**config.mk**
```make
export PLATFORM = sky130hd
export DESIGN_NAME = pcr_regs
export DESIGN_NICKNAME = d
export VERILOG_FILES = /design/src/shared/pcr_pkg.sv /design/src/logic/pcr_regs.sv /design/src/logic/pcr_servo.sv
export VERILOG_INCLUDE_DIRS = /design/src /design/src/shared
export SDC_FILE = /design/constraint.sdc
export NUM_CORES = 1
export LEC_CHECK = 0
export BUFFER_PORTS_ARGS = -buffer_cell sky130_fd_sc_hd__buf_2
export CORE_MARGIN = 5
export CORE_UTILIZATION = 50
export DETAILED_ROUTE_END_ITERATION = 16
export GPL_TIMING_DRIVEN = 0
export PLACE_DENSITY_LB_ADDON = 0.3
export SYNTH_ARGS = -nofsm -noshare
export SYNTH_HDL_FRONTEND = slang
export SYNTH_SLANG_ARGS = --single-unit
```
**constraint.sdc**
```tcl
create_clock -name clk_i -period 5.39 [get_ports clk_i]
set_input_delay 1.078 -clock clk_i [delete_from_list [all_inputs] [get_ports clk_i]]
set_output_delay 1.078 -clock clk_i [all_outputs]
set_load 0.05 [all_outputs]
```
**src/shared/pcr_map.svh**
```systemverilog
`ifndef PCR_MAP_SVH
`define PCR_MAP_SVH
`define PCR_CMD_RESET 8'hfd
`define PCR_CMD_MODE 8'hd4
`define PCR_CMD_CONFIG 8'hf5
`define PCR_CMD_FREQ 8'h33
`define PCR_MODE_RST 8'hc2
`define PCR_CONFIG_RST 8'h10
`define PCR_FREQ_RST 16'hfabc
`define PCR_MODE_ILIM_BIT 7
`define PCR_MODE_SERVO_BIT 6
`define PCR_MODE_WMASK 8'hc3
`define PCR_CFG_RANGE0_BIT 6
`define PCR_CFG_RANGE1_BIT 5
`define PCR_CFG_SHCLK_BIT 4
`define PCR_CFG_WMASK 8'h77
`define PCR_FREQ_EXT 16'h0000
`define PCR_FREQ_250 16'hf3e8
`define PCR_FREQ_350 16'hfabc
`define PCR_FREQ_425 16'hfb52
`define PCR_FREQ_500 16'hfbe8
`define PCR_FREQ_575 16'h023f
`define PCR_FREQ_650 16'h028a
`define PCR_FREQ_750 16'h02ee
`define PCR_FREQ_1000 16'h03e8
`define PCR_SERVO_DIV 16'h00ff
`endif

```
**src/shared/pcr_pkg.sv**
```systemverilog
`default_nettype none
package pcr_pkg;
    typedef enum logic [1:0] {
        PCR_COND_DISC = 2'b00,
        PCR_COND_BURST = 2'b01,
        PCR_COND_FCCM = 2'b10
    } pcr_cond_t;
    typedef enum logic [1:0] {
        PCR_CH_OFF = 2'b00,
        PCR_CH_RAMP_ON = 2'b01,
        PCR_CH_ON = 2'b10,
        PCR_CH_RAMP_OFF = 2'b11
    } pcr_chstate_t;
    typedef enum logic [1:0] {
        PCR_SHC_HOLD = 2'b00,
        PCR_SHC_RELEASED = 2'b01
    } pcr_shc_t;
endpackage
`default_nettype wire
```
**src/logic/pcr_regs.sv**
```systemverilog
`include "pcr_map.svh"
`default_nettype none
// How it works
// - Reset command restores defaults; share clock state kept
// - Code fd, send byte, unpaged reset
// - Paged mode byte at d4, default c2
// - Mode bit 7 picks current-limit range
// - Mode bits 1:0 pick conduction mode
// - Ramping on forces discontinuous mode
// - Bit 6 servo, never off or ramping
// - Servo steps DAC toward set point
// - Unpaged config byte at f5, default 10
// - Config writes accepted only when off
// - Running config write discarded, busy fault
// - Config bit 6 channel 0 range
// - Config bit 5 channel 1 range
// - Bit 4 set: clock tracks input thresholds
// - Bit 4 clear: low only at power-up
// - Config bits 2:0 choose phase pair
// - Frequency word at 33, default fabc
// - Only listed frequency encodings accepted
module pcr_regs #(
    parameter int VW = 16
) (
    input wire logic clk_i,
    input wire logic rst_i,
    input wire logic cmd_valid_i,
    input wire logic cmd_write_i,
    input wire logic [7:0] cmd_code_i,
    input wire logic cmd_page_i,
    input wire logic [15:0] cmd_wdata_i,
    output logic [15:0] cmd_rdata_o,
    output logic cmd_ack_o,
    output logic cmd_error_o,
    input wire logic [1:0] ch_state0_i,
    input wire logic [1:0] ch_state1_i,
    input wire logic device_off_i,
    input wire logic vin_above_on_i,
    input wire logic vin_below_off_i,
    input wire logic [VW-1:0] target0_i,
    input wire logic [VW-1:0] target1_i,
    input wire logic [VW-1:0] measured0_i,
    input wire logic [VW-1:0] measured1_i,
    output logic soft_reset_o,
    output logic busy_fault_o,
    output logic [1:0] ilim_high_o,
    output logic [1:0] cond_mode0_o,
    output logic [1:0] cond_mode1_o,
    output logic [VW-1:0] dac_trim0_o,
    output logic [VW-1:0] dac_trim1_o,
    output logic range0_low_o,
    output logic range1_low_o,
    output logic [2:0] phase_sel_o,
    output logic [15:0] freq_word_o,
    output logic share_clk_o,
    output logic share_clk_oe_o
);
    logic [7:0] mode_reg [2];
    logic [7:0] cfg_reg;
    logic [15:0] freq_reg;
    logic [1:0] st_sync0 [2];
    logic [1:0] st_sync1 [2];
    logic [2:0] off_sync;
    logic [1:0] von_sync;
    logic [1:0] voff_sync;
    logic busy;
    pcr_pkg::pcr_shc_t shc_state;
    logic [15:0] rdata;
    logic ack;
    logic err;
    logic srst;

    // Pins are asynchronous to this clock
    always_ff @(posedge clk_i) begin
        if (rst_i) begin
            st_sync0[0] <= 2'h0;
            st_sync0[1] <= 2'h0;
            st_sync1[0] <= 2'h0;
            st_sync1[1] <= 2'h0;
            off_sync <= 3'h7;
            von_sync <= 2'h0;
            voff_sync <= 2'h0;
        end else begin
            st_sync0[0] <= ch_state0_i;
            st_sync1[0] <= st_sync0[0];
            st_sync0[1] <= ch_state1_i;
            st_sync1[1] <= st_sync0[1];
            off_sync <= {off_sync[1], off_sync[0], device_off_i};
            von_sync <= {von_sync[0], vin_above_on_i};
            voff_sync <= {voff_sync[0], vin_below_off_i};
        end
    end

    wire is_off = off_sync[2];
    wire vin_ok = von_sync[1];
    wire vin_low = voff_sync[1];
    wire do_write = cmd_valid_i && cmd_write_i;
    wire hit_reset = cmd_code_i == `PCR_CMD_RESET;
    wire hit_mode = cmd_code_i == `PCR_CMD_MODE;
    wire hit_cfg = cmd_code_i == `PCR_CMD_CONFIG;
    wire hit_freq = cmd_code_i == `PCR_CMD_FREQ;
    wire freq_legal = (cmd_wdata_i == `PCR_FREQ_EXT) || (cmd_wdata_i == `PCR_FREQ_250)
        || (cmd_wdata_i == `PCR_FREQ_350) || (cmd_wdata_i == `PCR_FREQ_425)
        || (cmd_wdata_i == `PCR_FREQ_500) || (cmd_wdata_i == `PCR_FREQ_575)
        || (cmd_wdata_i == `PCR_FREQ_650) || (cmd_wdata_i == `PCR_FREQ_750)
        || (cmd_wdata_i == `PCR_FREQ_1000);
    wire wr_mode = do_write && hit_mode;
    wire wr_cfg_ok = do_write && hit_cfg && is_off;
    wire wr_cfg_busy = do_write && hit_cfg && !is_off;
    wire wr_freq_ok = do_write && hit_freq && is_off && freq_legal;
    wire wr_freq_busy = do_write && hit_freq && !is_off;
    wire wr_freq_bad = do_write && hit_freq && is_off && !freq_legal;
    wire rd_reset = cmd_valid_i && !cmd_write_i && hit_reset;
    wire unmapped = cmd_valid_i && !(hit_reset || hit_mode || hit_cfg || hit_freq);
    wire [7:0] mode_sel = mode_reg[cmd_page_i];
    wire [15:0] next_rdata = hit_mode ? {8'h00, mode_sel}
        : hit_cfg ? {8'h00, cfg_reg}
        : hit_freq ? freq_reg : 16'h0000;

    always_ff @(posedge clk_i) begin
        if (rst_i || srst) begin
            mode_reg[0] <= `PCR_MODE_RST;
            mode_reg[1] <= `PCR_MODE_RST;
            cfg_reg <= `PCR_CONFIG_RST;
            freq_reg <= `PCR_FREQ_RST;
        end else begin
            if (wr_mode) begin
                mode_reg[cmd_page_i] <= cmd_wdata_i[7:0] & `PCR_MODE_WMASK;
            end
            if (wr_cfg_ok) begin
                cfg_reg <= cmd_wdata_i[7:0] & `PCR_CFG_WMASK;
            end
            if (wr_freq_ok) begin
                freq_reg <= cmd_wdata_i;
            end
        end
    end

    // Busy fault stays up until a device reset
    always_ff @(posedge clk_i) begin
        if (rst_i || srst) begin
            busy <= 1'b0;
        end else if (wr_cfg_busy || wr_freq_busy) begin
            busy <= 1'b1;
        end
    end

    always_ff @(posedge clk_i) begin
        if (rst_i) begin
            srst <= 1'b0;
        end else begin
            srst <= do_write && hit_reset;
        end
    end

    always_ff @(posedge clk_i) begin
        if (rst_i) begin
            ack <= 1'b0;
            err <= 1'b0;
            rdata <= 16'h0000;
        end else begin
            ack <= cmd_valid_i;
            err <= unmapped || rd_reset || wr_cfg_busy || wr_freq_busy || wr_freq_bad;
            rdata <= (cmd_valid_i && !cmd_write_i) ? next_rdata : 16'h0000;
        end
    end

    // Share clock: hold low until input first good
    always_ff @(posedge clk_i) begin
        if (rst_i) begin
            shc_state <= pcr_pkg::PCR_SHC_HOLD;
        end else begin
            case (shc_state)
                pcr_pkg::PCR_SHC_HOLD: begin
                    if (vin_ok) begin
                        shc_state <= pcr_pkg::PCR_SHC_RELEASED;
                    end
                end
                pcr_pkg::PCR_SHC_RELEASED: begin
                    if (cfg_reg[`PCR_CFG_SHCLK_BIT] && vin_low) begin
                        shc_state <= pcr_pkg::PCR_SHC_HOLD;
                    end
                end
                default: shc_state <= pcr_pkg::PCR_SHC_HOLD;
            endcase
        end
    end

    genvar g;
    for (g = 0; g < 2; g++) begin : g_ch
        wire [1:0] st = st_sync1[g];
        wire ramp_on = st == pcr_pkg::PCR_CH_RAMP_ON;
        wire servo_en = mode_reg[g][`PCR_MODE_SERVO_BIT]
            && (st == pcr_pkg::PCR_CH_ON);
        wire [1:0] cmode = ramp_on ? pcr_pkg::PCR_COND_DISC : mode_reg[g][1:0];
        logic [1:0] cmode_q;
        wire [VW-1:0] trim;
        always_ff @(posedge clk_i) begin
            if (rst_i) begin
                cmode_q <= 2'h0;
            end else begin
                cmode_q <= cmode;
            end
        end
        if (g == 0) begin : g0
            assign cond_mode0_o = cmode_q;
            assign dac_trim0_o = trim;
        end else begin : g1
            assign cond_mode1_o = cmode_q;
            assign dac_trim1_o = trim;
        end
        assign ilim_high_o[g] = mode_reg[g][`PCR_MODE_ILIM_BIT];
        pcr_servo #(
            .W(VW)
        ) u_servo (
            .clk_i(clk_i),
            .rst_i(rst_i || srst),
            .enable_i(servo_en),
            .target_i(g == 0 ? target0_i : target1_i),
            .measured_i(g == 0 ? measured0_i : measured1_i),
            .dac_trim_o(trim)
        );
    end

    assign cmd_rdata_o = rdata;
    assign cmd_ack_o = ack;
    assign cmd_error_o = err;
    assign soft_reset_o = srst;
    assign busy_fault_o = busy;
    assign range0_low_o = cfg_reg[`PCR_CFG_RANGE0_BIT];
    assign range1_low_o = cfg_reg[`PCR_CFG_RANGE1_BIT];
    assign phase_sel_o = cfg_reg[2:0];
    assign freq_word_o = freq_reg;
    // Line is open drain: drive low only
    assign share_clk_o = 1'b0;
    assign share_clk_oe_o = shc_state == pcr_pkg::PCR_SHC_HOLD;
endmodule // pcr_regs
`default_nettype wire

```
**src/logic/pcr_servo.sv**
```systemverilog
`include "pcr_map.svh"
`default_nettype none
// Slow set-point trim for one channel
module pcr_servo #(
    parameter int W = 16
) (
    input wire logic clk_i,
    input wire logic rst_i,
    input wire logic enable_i,
    input wire logic [W-1:0] target_i,
    input wire logic [W-1:0] measured_i,
    output logic [W-1:0] dac_trim_o
);
    logic [15:0] tick_cnt;
    logic [W-1:0] trim;
    wire tick = (tick_cnt == `PCR_SERVO_DIV);
    wire below = measured_i < target_i;
    wire above = measured_i > target_i;
    always_ff @(posedge clk_i) begin
        if (rst_i || !enable_i) begin
            tick_cnt <= 16'h0000;
        end else begin
            tick_cnt <= tick ? 16'h0000 : tick_cnt + 16'h0001;
        end
    end
    // Trim is held, not cleared, when servo stops
    always_ff @(posedge clk_i) begin
        if (rst_i) begin
            trim <= '0;
        end else if (enable_i && tick && below) begin
            trim <= trim + W'(1);
        end else if (enable_i && tick && above) begin
            trim <= trim - W'(1);
        end
    end
    assign dac_trim_o = trim;
endmodule // pcr_servo
`default_nettype wire

```
# Word-level counts from Yosys, hierarchy flattened
# Memory sizes are Yosys's and may differ from the RTL's.
# Index checks and enable logic that the tools add are counted.
# classes
addsub,6
magnitude_cmp,4
n_eq_ne,21
muxes,25
n_bitwise,6
n_reduce_logical,60
# op_table
op,n
"16-bit by 1-bit adder with 16-bit output, second input constant",4
"16-bit by 10-bit == test with 1-bit output, second input constant",4
"16-bit == test, second input constant",4
16-bit two-way mux,4
"16-bit by 8-bit == test with 1-bit output, second input constant",2
16-bit greater-than comparator,2
16-bit less-than comparator,2
"16-bit by 1-bit subtractor with 16-bit output, second input constant",2
"8-bit == test, second input constant",3
8-bit two-way mux,3
1-bit logical AND,23
1-bit logical OR,19
16-bit logical NOT,1
2-bit two-way mux,6
1-bit two-way mux,10
2-bit OR reduction,5
"8-bit by 6-bit == test with 1-bit output, second input constant",1
"2-bit by 1-bit == test with 1-bit output, second input constant",3
1-bit logical NOT,6
5-bit OR reduction,1
"2-bit == test, second input constant",2
4-bit two-way mux,1
1-bit OR,4
2-bit case mux with 2 select lines,1
other kinds (7),9
# word_totals
reg_bits,119
mem_bits_rw,16
inputBits,100
output_inout_bits,81
wordCells,143
mem_count,3
# memory_table
memory,depth,word_bits,read_ports,rd_clocked_by_memory_dff,wr,line_no,source
mode_reg,2,4,3,0,2,pcr_regs.sv:58,logic [7:0] mode_reg [2];
st_sync0,2,2,2,0,2,pcr_regs.sv:61,logic [1:0] st_sync0 [2];
st_sync1,2,2,2,0,2,pcr_regs.sv:62,logic [1:0] st_sync1 [2];

# Depth between registers and ports, before layout
# logic_depth
ltp_word,12
depth_mapped,17
depth_no_buf,17

# Cells and area by module
# From an unflattened synthesis, not the netlist that was laid out.
# hier_totals
cells_unflattened,845
hier_area_um2,7473.4
# modules_own_cells
mod,instances,cells_each,area_each_um2,seq_area_each_um2
pcr_regs,1,267,2742.6,1481.4
pcr_servo at g_ch[1].u_servo,1,288,2379.8,640.6
pcr_servo at g_ch[0].u_servo,1,290,2351.0,640.6

# Worst setup path after synthesis
# No wires, ideal clock.
# synth_path
path_kind,input -> register
start,in target0_i[13]
end,reg g_ch[0].u_servo.trim[12]
setup_time_ns,0.126
arrival_time_ns,4.335
required_time_ns,5.264
slack_ns,0.929
stages,14
n_path_buf,0
path_cell_list,inv_1 -> ha_1 -> a21oi_1 -> nor2_1 -> a211oi_1 -> nand4b_1 -> nand2_1 -> nand3_1 -> ha_1 -> a2111oi_0 -> a211oi_1 -> o41ai_1 -> xor2_1 -> o22ai_1
# synth_between
elab_chain_len,3
# synth_rtl
element,line_no,source
from (decl),pcr_regs.sv:40,"input wire logic [VW-1:0] target0_i,"
16-bit less-than comparator or 16-bit greater-than comparator (tied branches),"pcr_servo.sv:17, pcr_servo.sv:18",
"1-bit logical AND, on equally long branches","pcr_servo.sv:30, pcr_servo.sv:32",
16-bit two-way mux or 2-bit nonzero test (tied branches),--,
to (signal assigned),pcr_servo.sv:31,trim <= trim + W'(1);
to (signal assigned),pcr_servo.sv:33,trim <= trim - W'(1);
to (decl),pcr_servo.sv:15,logic [W-1:0] trim;
# Several ways; a longest one is shown, not always the timed one.
# A chain may end at the register's enable or synchronous reset.

# Final worst setup path
# Ends and elaborated chain as after synthesis.

==> impl_metrics.tcl <==
set metrics [dict create \
    postCtsResizedCells 0 \
    grt_usage 0.205 \
    r2r_slack_ns 1.15 \
    p_leak_nw 4.17 \
    clock_path_buffers 2 \
    grt_overflow_total 0 \
    clock_skew_ns 0.00876 \
    wl_per_cell_um 14.8 \
    worst_slew_pin_slew_ns 0.807 \
    maxCapViolations 0 \
    crit_arrival_ns 5.23 \
    hold_path.class "reg -> reg" \
    numCtsBuffers 17 \
    ys_ff_latch 134 \
    drive_gt1_frac 0.226 \
    gp_congestion 0.884 \
    grt_pass1_vias 6222 \
    postRouteAntennaNets 0 \
    cts_setup_buffers 0 \
    slew-limit-headroom 0.457 \
    num_antenna_cells 0 \
    core_um2 14500 \
    grt_start_max_net_pins 18 \
    yosysWarnings 0 \
    synth.distinct_cells 70 \
    via_count 6530 \
    drt_pre_antenna_iters 5 \
    finalNonFillerCells 1217 \
    fmax_ghz 0.203 \
    grt_pass1_wl_um 29600 \
    endpoint_kind "flip-flop" \
    cts_tree "built" \
    syn_to_final_growth_pct 22.4 \
    synthFlopType "dfxtp_1" \
    root_buffer "clkbuf_16" \
    finalHoldViolations 0 \
    drt_iter0_drc 448 \
    numPortBuffers 178 \
    io_pins 181 \
    num-nets-final 1187 \
    vdd_drop_max_uv 211 \
    dieArea_um2 17200 \
    start_kind "input port" \
    synth_edf_count 8 \
    worst_slack_ns 0.457 \
    pre_cts_slack_ns 0.147 \
    placed_cells 1186 \
    slew_viol_final 0 \
    drt-vias-per-instance 5.37 \
    clk_pin_slew_ns 0.06 \
    drc_errors 0 \
    clock-sinks 134 \
    fin_crit_sh 0.915 \
    syn_area_per_cell_um2 8.93 \
    seq_area_frac_synth 0.376 \
    wl_um 18000 \
    worst_r2r_endpoint "g_ch[1].u_servo.dac_trim_o[15]" \
    antenna_found_initial 0 \
    die_width_um 131 \
    cp.required_ns 5.69 \
    path_max_fanout 16 \
    whs_path_depth 1 \
    finalSetupTns_ns 0 \
    layout_commonest_cell "buf_2" \
    synth_cells 824 \
    rsz0062_at_grt "no" \
    row_count 44 \
    hold_buffers 0 \
    synth_nets 990 \
    hold_end "off_sync[1]" \
    async_flop_share 0 \
    post-route-min-period_ns 4.93 \
    reg2reg_depth 12 \
    htreeDepth 4 \
    die_h_um 131 \
    crit_type "in -> reg" \
    clk_latency_ns 0.42 \
    outcome "finished, final reports clean" \
    syn_area_um2 7350 \
    setup_viol_count_final 0 \
    dp_hpwl_um 13700 \
    final_cell_mix "buf_2, dfxtp_1, nor2_1, ha_1, inv_1" \
    hold_start "off_sync[0]" \
    powerDensity_nw_per_um2 246 \
    start_util 0.508 \
    timing.rr.start "g_ch[1].u_servo.tick_cnt[2]" \
]
-- how the worst max path moves through the flow --
| stage | startpoint | endpoint | slack, ns | cells after the start |
|---|---|---|---|---|
| after floorplan | target0_i[13] | g_ch[0].u_servo.dac_trim_o[12] | 0.93 | 14 |
| after global placement | target0_i[13] | g_ch[0].u_servo.dac_trim_o[12] | 0.16 | 15 |
| after detailed placement | target0_i[13] | g_ch[0].u_servo.dac_trim_o[12] | 0.15 | 15 |
| after CTS | target0_i[13] | g_ch[0].u_servo.dac_trim_o[12] | 0.55 | 15 |
| after global routing | target0_i[13] | g_ch[0].u_servo.dac_trim_o[12] | 0.17 | 15 |
| final | target0_i[13] | g_ch[0].u_servo.dac_trim_o[12] | 0.46 | 15 |
-- metal layers --
layer,GRT usage,part of all wire,up-vias
li1,-,-,3289
met1,0.261,0.44,3008
met2,0.334,0.47,203
met3,0.0612,0.068,30
met4,0.0657,0.017,0
met5,0,0,-
-- cells by family (layout without fill, tap and decap cells) --
logic type               count (synthesis)  count (layout)  share of synthesized area
adder cells (fa/ha/maj)                 66              66                      0.114
XOR/XNOR                                51              51                     0.0607
multiplexers                            42              42                     0.0578
AO/OA/AOI/OAI                          144             144                      0.133
other                                    1               1                   0.000510
AND/OR/NAND/NOR                        304             304                      0.212
buffers and inverters                   82             291                     0.0466
flip-flops                             134             134                      0.376
-- where the power goes --
| part | internal (mW) | total, mW | switching, mW |
|---|---|---|---|
| sequential | 1.01 | 1.02 | 0.00490 |
| combinational | 0.0689 | 0.162 | 0.0933 |
| clock | 0.599 | 1.04 | 0.440 |
| total | 1.68 | 2.22 | 0.539 |
-- area by class of cell --
type                            instances  area, um^2
Clock inverter                         10        73.8
Buffer                                 25         129
Multi-Input combinational cell        608        4250
Clock buffer                           21         450
Inverter                               57         214
Timing Repair Buffer                  178         891
Fill cell                            1300        5480
Sequential cell                       134        2760
Tap cell                              184         230
-- worst max-delay path, cell delays in order --
cell	delay, ns
buf_2	0.08
inv_1	0.03
ha_1	0.30
a21oi_1	0.17
nor2_1	0.06
a211oi_1	0.38
nand4b_1	0.29
nand2_1	0.14
nand3_1	0.55
ha_1	0.58
a2111oi_0	0.56
a211oi_1	0.25
o41ai_1	0.45
xor2_1	0.19
o22ai_1	0.09
-- metrics by stage --
stage / area [um^2] / hold slack [ns] / power, mW / util
2_1_floorplan: 7350 / 0.389 / 1.13 / -
3_3_place_gp: 8480 / 0.393 / 1.20 / 0.585
3_5_place_dp: 8480 / 0.395 / 1.20 / 0.585
4_1_cts: 9000 / 0.406 / 2.24 / 0.622
5_1_grt: 9000 / 0.417 / 2.31 / 0.622
6_report: 9000 / 0.407 / 2.22 / 0.622
-- synth_stat cells (all sizes together) (3+ instances only) --
| library cell | n | area (um^2) |
|---|---|---|
| ha | 64 | 801 |
| or3 | 9 | 56.3 |
| nand2b | 11 | 68.8 |
| xor2 | 27 | 236 |
| mux2 | 4 | 45.0 |
| or2 | 8 | 50.1 |
| clkbuf | 14 | 52.6 |
| and3 | 10 | 62.6 |
| a22o | 3 | 26.3 |
| o22ai | 5 | 31.3 |
| o211ai | 7 | 66.3 |
| o21ai | 27 | 139 |
| nor3 | 17 | 96.4 |
| a21oi | 43 | 215 |
| nand4 | 11 | 68.8 |
| buf | 11 | 76.3 |
| nand3b | 6 | 45.0 |
| o21bai | 5 | 37.5 |
| and4 | 4 | 35.0 |
| nand2 | 49 | 184 |
| nor2 | 98 | 368 |
| o21a | 4 | 30.0 |
| a21o | 16 | 120 |
| nor2b | 19 | 119 |
| a222oi | 3 | 30.0 |
| dfxtp | 126 | 2520 |
| xnor2 | 24 | 210 |
| and2 | 15 | 93.8 |
| edfxtp | 8 | 240 |
| inv | 57 | 214 |
| a31oi | 4 | 40.0 |
| mux2i | 38 | 380 |
| or4 | 4 | 30.0 |
| a211oi | 8 | 65.1 |
| nand3 | 25 | 125 |
| nor4 | 6 | 43.8 |
Note: power is estimated with default switching activity, not from simulation.
